### config.mk
export PLATFORM = sky130hd
export DESIGN_NAME = dmaec_top
export DESIGN_NICKNAME = d
export VERILOG_FILES = /design/src/core/dmaec_pkg.sv /design/src/core/dmaec_evt_if.sv /design/src/core/dmaec_top.sv /design/src/core/dmaec_evt_dec.sv
export SDC_FILE = /design/constraint.sdc
export NUM_CORES = 1
export LEC_CHECK = 0
export ABC_AREA = 1
export BUFFER_PORTS_ARGS = -buffer_cell sky130_fd_sc_hd__buf_2
export CAP_MARGIN = 20
export CELL_PAD_IN_SITES_DETAIL_PLACEMENT = 1
export CELL_PAD_IN_SITES_GLOBAL_PLACEMENT = 1
export CORE_ASPECT_RATIO = 0.6
export CORE_MARGIN = 2
export CORE_UTILIZATION = 31
export CTS_CLUSTER_SIZE = 8
export DETAILED_ROUTE_END_ITERATION = 6
export GPL_TIMING_DRIVEN = 0
export PLACE_DENSITY_LB_ADDON = 0.05
export REMOVE_ABC_BUFFERS = 1
export SYNTH_ARGS = -nofsm -noshare
export SYNTH_HDL_FRONTEND = slang
export SYNTH_SLANG_ARGS = --single-unit
### constraint.sdc
create_clock -name pclk -period 2.55 [get_ports pclk]
set_input_delay 0.6375 -clock pclk [delete_from_list [all_inputs] [get_ports pclk]]
set_output_delay 0.6375 -clock pclk [all_outputs]
set_load 0.1 [all_outputs]
### src/core/dmaec_pkg.sv
/*
 * dmaec_pkg: constants for the dma channel event control block.
 * assumes a 32-bit apb register bus and a 125 mhz pclk.
 */
package dmaec_pkg;
    // register byte addresses
    localparam logic [7:0]  ECON_ADDR      = 8'h00;  // channel_event_control
    localparam logic [7:0]  PAT_ADDR       = 8'h04;  // channel_pattern_byte
    localparam logic [7:0]  CHCTL_ADDR     = 8'h08;  // channel_on control
    localparam logic [7:0]  IRQ_STAT_ADDR  = 8'h0c;  // sticky event status
    localparam logic [7:0]  IRQ_MASK_ADDR  = 8'h10;  // event mask
    // field positions
    localparam int          AIRQ_LSB       = 16;
    localparam int          SIRQ_LSB       = 8;
    localparam int          FORCE_BIT      = 7;
    localparam int          ABORT_BIT      = 6;
    localparam int          PATTERN_ABORT_ENABLE_BIT      = 5;
    localparam int          START_IRQ_ENABLE_BIT     = 4;
    localparam int          ABORT_IRQ_ENABLE_BIT     = 3;
    // status bit positions
    localparam int          EV_START       = 0;
    localparam int          EV_ABORT       = 1;
    localparam int          EV_PATTERN     = 2;
    localparam int          EV_W           = 3;
    // reset values
    localparam logic [7:0]  AIRQ_RST       = 8'hff;
    localparam logic [7:0]  SIRQ_RST       = 8'hff;
    localparam logic [7:0]  PAT_RST        = 8'h00;
endpackage

### src/core/dmaec_evt_if.sv
/*
 * dmaec_evt_if: event pulses between the decoder and the register core.
 * assumes one pclk domain.
 */
`timescale 1ns/1ps
interface dmaec_evt_if;
    logic start_hit;   // selected start irq seen and enabled
    logic abort_hit;   // selected abort irq seen and enabled
    logic pat_hit;     // pattern match seen and enabled
    modport dec (output start_hit, output abort_hit, output pat_hit);
    modport core (input start_hit, input abort_hit, input pat_hit);
endinterface

### src/core/dmaec_top.sv
/*
 * dmaec_top: dma channel event control with apb registers and interrupt.
 * assumes an apb master on pclk; the transfer engine consumes start/abort
 * pulses and reports pattern matches as a one-cycle level.
 */
// Decided for this implementation: the APB interface to the registers and the placing of the registers.
`timescale 1ns/1ps
module dmaec_top
    import dmaec_pkg::*;
#(
    parameter int NIRQ = 256
) (
    // apb slave
    input  wire logic            pclk,
    input  wire logic            presetn,
    input  wire logic            psel,
    input  wire logic            penable,
    input  wire logic            pwrite,
    input  wire logic [7:0]      paddr,
    input  wire logic [31:0]     pwdata,
    output logic                 pready,
    output logic                 pslverr,
    output logic [31:0]          prdata,
    // system interrupt sources and engine
    input  wire logic [NIRQ-1:0] irq_lines,
    input  wire logic            pat_match,
    output logic                 xfer_start,
    output logic                 xfer_abort,
    output logic                 channel_on,
    output logic                 channel_abort_flag,
    // interrupt to cpu
    output logic                 irq
);
    // elaboration check: the 8-bit selectors address exactly 256 lines
    if (NIRQ != 256) begin
        $error("NIRQ must be 256");
    end

    logic [7:0]      abort_irq_select_r;     // abort selector
    logic [7:0]      start_irq_select_r;     // start selector
    logic            pattern_abort_enable_r; // pattern abort enable
    logic            start_irq_enable_r;     // start enable
    logic            abort_irq_enable_r;     // abort enable
    logic [7:0]      pattern_byte_r;         // byte to match
    logic            channel_on_r;           // channel enable
    logic            abort_flag_r;           // set on any abort
    logic [EV_W-1:0] stat_r;                 // sticky events
    logic [EV_W-1:0] mask_r;                 // event mask
    logic            xfer_start_r;           // start pulse
    logic            xfer_abort_r;           // abort pulse
    logic [31:0]     prdata_r;               // registered read data
    logic            wr;                     // write taken this edge
    logic            rd;                     // read taken this edge
    logic            force_w;                // force strobe
    logic            abort_w;                // abort strobe
    logic [EV_W-1:0] ev;                     // events this cycle
    logic            any_abort;              // any abort cause

    dmaec_evt_if evt_bus ();

    // one access cycle, so every transfer ends at its first access edge
    assign pready  = 1'b1;
    assign pslverr = 1'b0;
    assign wr = psel & penable & pwrite;
    assign rd = psel & ~penable & ~pwrite;  // read sampled in setup so data is registered

    dmaec_evt_dec #(.NIRQ(NIRQ)) u_dec (
        .irq_lines (irq_lines),
        .start_sel (start_irq_select_r),
        .abort_sel (abort_irq_select_r),
        .start_en  (start_irq_enable_r),
        .abort_en  (abort_irq_enable_r),
        .pat_en    (pattern_abort_enable_r),
        .pat_match (pat_match),
        .evt       (evt_bus)
    );

    // write strobes carry no storage
    assign force_w   = wr && paddr == ECON_ADDR && pwdata[FORCE_BIT];
    assign abort_w   = wr && paddr == ECON_ADDR && pwdata[ABORT_BIT];
    assign any_abort = abort_w | evt_bus.abort_hit | evt_bus.pat_hit;
    assign ev        = {evt_bus.pat_hit, any_abort, force_w | evt_bus.start_hit};

    // event control fields; reserved bits are never stored
    always_ff @(posedge pclk or negedge presetn) begin
        if (!presetn) begin
            abort_irq_select_r     <= AIRQ_RST;
            start_irq_select_r     <= SIRQ_RST;
            pattern_abort_enable_r <= 1'b0;
            start_irq_enable_r     <= 1'b0;
            abort_irq_enable_r     <= 1'b0;
        end else if (wr && paddr == ECON_ADDR) begin
            abort_irq_select_r     <= pwdata[AIRQ_LSB +: 8];
            start_irq_select_r     <= pwdata[SIRQ_LSB +: 8];
            pattern_abort_enable_r <= pwdata[PATTERN_ABORT_ENABLE_BIT];
            start_irq_enable_r     <= pwdata[START_IRQ_ENABLE_BIT];
            abort_irq_enable_r     <= pwdata[ABORT_IRQ_ENABLE_BIT];
        end
    end

    // pattern byte, only meaningful in pattern mode
    always_ff @(posedge pclk or negedge presetn) begin
        if (!presetn) begin
            pattern_byte_r <= PAT_RST;
        end else if (wr && paddr == PAT_ADDR) begin
            pattern_byte_r <= pwdata[7:0];
        end
    end

    // channel enable: pattern abort clears it and wins over a write
    always_ff @(posedge pclk or negedge presetn) begin
        if (!presetn) begin
            channel_on_r <= 1'b0;
        end else if (evt_bus.pat_hit) begin
            channel_on_r <= 1'b0;
        end else if (wr && paddr == CHCTL_ADDR) begin
            channel_on_r <= pwdata[0];
        end
    end

    // abort flag: set wins over a clearing write of bit 1 at CHCTL
    always_ff @(posedge pclk or negedge presetn) begin
        if (!presetn) begin
            abort_flag_r <= 1'b0;
        end else if (any_abort) begin
            abort_flag_r <= 1'b1;
        end else if (wr && paddr == CHCTL_ADDR && pwdata[1]) begin
            abort_flag_r <= 1'b0;
        end
    end

    // registered pulses to the engine, high the cycle after each event cycle; a start is dropped when an abort comes in the same cycle
    always_ff @(posedge pclk or negedge presetn) begin
        if (!presetn) begin
            xfer_start_r <= 1'b0;
            xfer_abort_r <= 1'b0;
        end else begin
            xfer_start_r <= ev[EV_START] & ~any_abort;
            xfer_abort_r <= any_abort;
        end
    end

    // sticky status, write one to clear, set beats clear
    always_ff @(posedge pclk or negedge presetn) begin
        if (!presetn) begin
            stat_r <= '0;
        end else if (wr && paddr == IRQ_STAT_ADDR) begin
            stat_r <= (stat_r & ~pwdata[EV_W-1:0]) | ev;
        end else begin
            stat_r <= stat_r | ev;
        end
    end

    // interrupt mask
    always_ff @(posedge pclk or negedge presetn) begin
        if (!presetn) begin
            mask_r <= '0;
        end else if (wr && paddr == IRQ_MASK_ADDR) begin
            mask_r <= pwdata[EV_W-1:0];
        end
    end

    // read mux; strobes and reserved bits read zero
    always_ff @(posedge pclk or negedge presetn) begin
        if (!presetn) begin
            prdata_r <= '0;
        end else if (rd) begin
            if (paddr == ECON_ADDR) begin
                prdata_r <= {8'h00, abort_irq_select_r, start_irq_select_r, 2'b00,
                             pattern_abort_enable_r, start_irq_enable_r, abort_irq_enable_r, 3'b000};
            end else if (paddr == PAT_ADDR) begin
                prdata_r <= {24'h000000, pattern_byte_r};
            end else if (paddr == CHCTL_ADDR) begin
                prdata_r <= {30'h00000000, abort_flag_r, channel_on_r};
            end else if (paddr == IRQ_STAT_ADDR) begin
                prdata_r <= {29'h00000000, stat_r};
            end else if (paddr == IRQ_MASK_ADDR) begin
                prdata_r <= {29'h00000000, mask_r};
            end else begin
                prdata_r <= '0;  // unmapped reads zero
            end
        end
    end

    assign prdata             = prdata_r;
    assign xfer_start         = xfer_start_r;
    assign xfer_abort         = xfer_abort_r;
    assign channel_on         = channel_on_r;
    assign channel_abort_flag = abort_flag_r;
    assign irq                = |(stat_r & mask_r);
endmodule

### src/core/dmaec_evt_dec.sv
/*
 * dmaec_evt_dec: picks the selected irq lines and gates them with enables.
 * assumes irq lines are synchronous single-cycle or level requests.
 */
`timescale 1ns/1ps
module dmaec_evt_dec
    import dmaec_pkg::*;
#(
    parameter int NIRQ = 256
) (
    // irq sources and selections
    input  wire logic [NIRQ-1:0] irq_lines,
    input  wire logic [7:0]      start_sel,
    input  wire logic [7:0]      abort_sel,
    input  wire logic            start_en,
    input  wire logic            abort_en,
    input  wire logic            pat_en,
    input  wire logic            pat_match,
    // decoded events
    dmaec_evt_if.dec             evt
);
    // elaboration check: a narrower line set would leave selector codes dangling
    if (NIRQ != 256) begin
        $error("NIRQ must be 256 for 8-bit selectors");
    end
    // decoding of one selected line, used for both selectors
    function automatic logic pick(input logic [NIRQ-1:0] v, input logic [7:0] s);
        pick = v[s];
    endfunction
    // disabled selectors simply drop their line
    assign evt.start_hit = start_en & pick(irq_lines, start_sel);
    assign evt.abort_hit = abort_en & pick(irq_lines, abort_sel);
    assign evt.pat_hit   = pat_en & pat_match;
endmodule

# After elaboration in Yosys (flattened, before gate mapping)
# Index checks and enable logic that the tools add are counted.
# totals
wordCells	64
register_bits	69
out_inout_bits	39
in_bits	302
# classes
muxes	14
reduce_logical	12
eq_ne	4
bitwise_logic	19
order_cmp	2
# op_table
operator	n
$mux W24	1
$lt A8 B9 Y1 const B	2
$bmux W1 S8	2
$eq A8 B4 Y1 const B	2
$mux W3	4
$and A1 B1 Y1	8
$eq A8 B3 Y1 const B	1
$eq A8 B5 Y1 const B	1
$logic_and A1 B1 Y1	8
$logic_not A8 Y1	1
$mux W8	1
$and A3 B3 Y3	2
$mux W1	6
$or A3 B3 Y3	2
$reduce_bool A2 Y1	2
$not A1 Y1	3
$not A3 Y3	1
$or A1 B1 Y1	3
$reduce_or A3 Y1	1

# Longest topological paths before layout
# logic_depth
word_depth	8
mapped_depth	16
depth_no_buf	14

# By module
# From an unflattened synthesis, not the netlist that was laid out.
# hier_totals
hier_cells	1488
hier_area_um2	8034.0
# modules_own_cells
mod	area_per_inst_um2	cells_each	seq_area_each_um2	n_inst
dmaec_evt_dec	5217.5	1171	0.0	1
dmaec_top	2816.5	317	1546.5	1

# Least setup slack after synthesis
# Ideal clock, no wire load.
# synth_path
path_type	input-to-reg
startpoint	input paddr[7]
endpoint	register pattern_byte_r[5]
path_stages	9
setup_slack_ns	0.601
t_required_ns	2.419
t_arrival_ns	1.819
n_path_buf	1
cell_sequence	nor2_1 inv_2 nor3_4 inv_2 nor4_4 nand2_1 clkbuf_1 nand2_1 o21ai_0
# synth_between
elab_chain_cells	2
# synth_lines
element	line	source
from (decl)	dmaec_top.sv:19	input wire logic [7:0] paddr,
$eq A8 B3 Y1	dmaec_top.sv:105	end else if (wr && paddr == PAT_ADDR) begin
$logic_and A1 B1 Y1	dmaec_top.sv:105	
to (signal assigned)	dmaec_top.sv:106	pattern_byte_r <= pwdata[7:0];
to (decl)	dmaec_top.sv:44	logic [7:0] pattern_byte_r;
# Every way passes these cells.
# A chain may end at the register's enable or synchronous reset.

# Worst setup path after layout
# layout_path
startpoint	register start_irq_select_r[0]
endpoint	register xfer_start_r, in the netlist xfer_start
# layout_between
elab_chain_cells	5
# layout_lines
element	line	source
from (decl)	dmaec_top.sv:40	logic [7:0] start_irq_select_r;
from (signal assigned)	dmaec_top.sv:94	start_irq_select_r <= pwdata[SIRQ_LSB +: 8];
$bmux W1 S8	dmaec_evt_dec.sv:28	pick = v[s];
$mux W1 (not written as such)	dmaec_evt_dec.sv:28	
$and A1 B1 Y1	dmaec_evt_dec.sv:31	assign evt.start_hit = start_en & pick(irq_lines, start_sel);
$or A1 B1 Y1	dmaec_top.sv:82	assign ev = {evt_bus.pat_hit, any_abort, force_w | evt_bus.start_hit};
$and A1 B1 Y1	dmaec_top.sv:138	xfer_start_r <= ev[EV_START] & ~any_abort;
to (signal assigned)	dmaec_top.sv:138	
to (decl)	dmaec_top.sv:49	logic xfer_start_r;
# Every way passes these cells. The select of a mux whose other input is x is not followed.

==> impl_metrics.tcl <==
set metrics [dict create \
    cts_hold_buf 0 \
    setup_viol 0 \
    synthTopCellsByArea "nand3_1 (32%), nand2_1 (30%), dfrtp_1 (15%)" \
    htreeDepth 3 \
    grt_max_degree 83 \
    insertion_delay_ns 0.35 \
    synth.yosys.seq_area_share_pct 20.1 \
    syn_area_per_cell_um2 5.32 \
    worst_slew_pin_slew_ns 0.833 \
    drt-pass1-iter-count 5 \
    numCtsBuffers 9 \
    postLayoutCellArea_um2 10300 \
    gp_congestion 0.863 \
    hp-class "in2async" \
    synth_commonest_cells "nand2_1 (625), nand3_1 (487), buf_2 (79)" \
    drv_slew 0 \
    regArea_um2 1580 \
    synth-edff-count 0 \
    yosysTopAreaCell "nand3_1" \
    grt_use_total_pct 34.5 \
    port_buffers 322 \
    hold_viol_final 0 \
    synth.distinct_cells 25 \
    drtAntennaViolNets 0 \
    yosysMostFrequentCell "nand2_1" \
    crit_path_end_kind "flop" \
    power.leakage_nw 5.34 \
    die-width_um 207 \
    fmax_mhz 407 \
    cts_tree "built" \
    crit_path_frequent_cell "nand3_1" \
    worstPathCellList "buf_8 > buf_12 > buf_8 > nand2_1 > nand3_1 > nand3_1 > nand3_1 > nand2_1 > nand2_1 > nand3_1 > nand3_1 > nand3_1 > nand2_2 > a21oi_4 > nor2_1" \
    clock_path_buffers 2 \
    synth-seq-cells 61 \
    grt_antenna_before_repair 14 \
    fin_skew_ns 0.00912 \
    drive_above_1_share_pct 24.2 \
    ctsRootBufferMaster "clkbuf_16" \
    regToRegSetupSlack_ns 0.09 \
    syn_inst 1447 \
    powerDensity_nw_per_um2 312 \
    dp.cells 1979 \
    critical_path.startpoint_type "flop" \
    synth-async-reset-ratio_pct 100 \
    ys_dominant_reg_cell "dfrtp_1" \
    initial_utilization_pct 31.7 \
    n_fill_cell 3396 \
    crit_arrival_ns 2.73 \
    synth_top_area_share_pct 31.7 \
    drt_iter0_markers 1262 \
    cpPeakStageDelay_ns 0.71 \
    maxSlewHeadroom_pct 44.1 \
    vias_per_cell 5.72 \
    path_max_fanout 12 \
    synth_warnings 0 \
    fin_crit_ns 2.46 \
    dieArea_um2 26100 \
    drt-total-wl_um 47100 \
    place_hpwl_um 28600 \
    grt_overflow 0 \
    grt_pass1_wl_um 69400 \
    rsz0062_at_grt "true" \
    nets 2001 \
    die_h_um 126 \
    syn_to_final_growth_pct 34.1 \
    pin_count 341 \
    fin_crit_sh_pct 96.3 \
    worstPathRequired_ns 2.82 \
    irDropWorstVdd_mv 0.268 \
    row_count 44 \
    cts.sinks 61 \
    cp_slowest_cell "dfstp_4" \
    multiInputGateArea_um2 5430 \
    stdcell_count 2036 \
    status "completed" \
    drt-wirelength-per-cell_um 23.1 \
    path_class "reg2reg" \
    postPlaceCellArea_um2 9310 \
    grt_pass1_vias 11522 \
    drv_cap 0 \
    finalWorstSetupSlack_ns 0.0940 \
    post-place-ws_ns -1.16 \
    drcViolationCount 0 \
    synthesis.area_um2 7700 \
    hold_slack_ns 0.379 \
    vias 11646 \
    power_w 0.00322 \
    core_area_um2 24300 \
    clk_pin_slew_ns 0.06 \
]
area by class of cell:
| class | count | area share [%] |
|---|---|---|
| repair buffers | 359 | 23.1 |
| multi-input cells | 1229 | 52.6 |
| flip-flops and latches | 61 | 15.3 |
| diodes | 10 | 0.242 |
| clock inverters | 5 | 0.267 |
| clock buffers | 11 | 2.25 |
| inverters | 39 | 2.30 |
| well taps | 322 | 3.90 |
routing by layer:
layer / share of wire [%] / GRT usage [%]
met5: 0.11 / 0
met4: 2.0 / 6.81
met3: 11 / 8.70
met2: 42 / 52.4
met1: 45 / 49.2
cells by family (layout without fill, tap and decap cells):
logic type      Yosys count  after routing  share of synthesized area (%)
flops                    61             61                           20.1
other cells               2             20                         0.0976
compound gates           68             68                           5.01
simple gates           1151           1151                           64.7
buf+inv                 165            414                           10.1
worst max-delay path: cells and delay by family (launching register included):
| family | cells | cell delay [ns] |
|---|---|---|
| buffers and inverters | 3 | 0.57 |
| DFF | 1 | 0.71 |
| AOI/OAI and AO/OA | 1 | 0.08 |
| and+or+nand+nor | 11 | 0.98 |
final timing paths:
kind,startpoint,to,depth (start not counted)
setup / recovery,start_irq_select_r[0],xfer_start,15
hold / removal,presetn,prdata[8],1
setup reg to reg,start_irq_select_r[0],xfer_start,15
hold reg to reg,prdata[6],prdata[6],2
max in group asynchronous,presetn,stat_r[2],1
min in group pclk,prdata[6],prdata[6],2
layout by cell type (no fill, tap or decap), types with 4 or more instances in the layout:
cell and instances:
nand2_1 618, nand3_1 487, buf_2 321, dfrtp_1 45, nor2_1 29, inv_1 26, a21oi_1 26, o21ai_0 22
o31ai_1 18, clkbuf_16 14, buf_16 13, diode_2 10, conb_1 10, dfstp_4 8, dfstp_2 8, buf_4 8
nand2_2 7, buf_12 5, clkinv_2 4, buf_8 4
power by group:
group / switching [W] / total [W] / leakage (nW) / internal (W)
Clock: 0.000473 / 0.00112 / 0.129 / 0.000651
Combinational: 0.000675 / 0.00105 / 4.43 / 0.000377
Sequential: 0.0000400 / 0.00105 / 0.785 / 0.00101
Total: 0.00119 / 0.00322 / 5.34 / 0.00203
timing repair:
action,in CTS,in global routing
gates cloned,5,5
setup buffers,13,8
resized for setup,22,23
endpoints found under the hold margin,0,0
endpoints found under the setup margin,9,21
pin swaps,0,2
state kept, by name (all words and copies together) (netlist names):
| name | count |
|---|---|
| channel_on | 1 |
| start_irq_select_r | 8 |
| pattern_abort_enable_r | 1 |
| start_irq_enable_r | 1 |
| mask_r | 3 |
| abort_irq_select_r | 8 |
| prdata | 24 |
| channel_abort_flag | 1 |
| abort_irq_enable_r | 1 |
| pattern_byte_r | 8 |
| xfer_start | 1 |
| xfer_abort | 1 |
| stat_r | 3 |
through the flow:
stage | setup TNS (ns) | util [%]
after CTS | 0 | 41.3
after global routing | -0.0437 | 42.4
after floorplan | -10.35 | -
final | 0 | 42.5
after global placement | -63.28 | 37.5
after detailed placement | -10.10 | 38.3
Note: power is estimated with default switching activity, not from simulation.
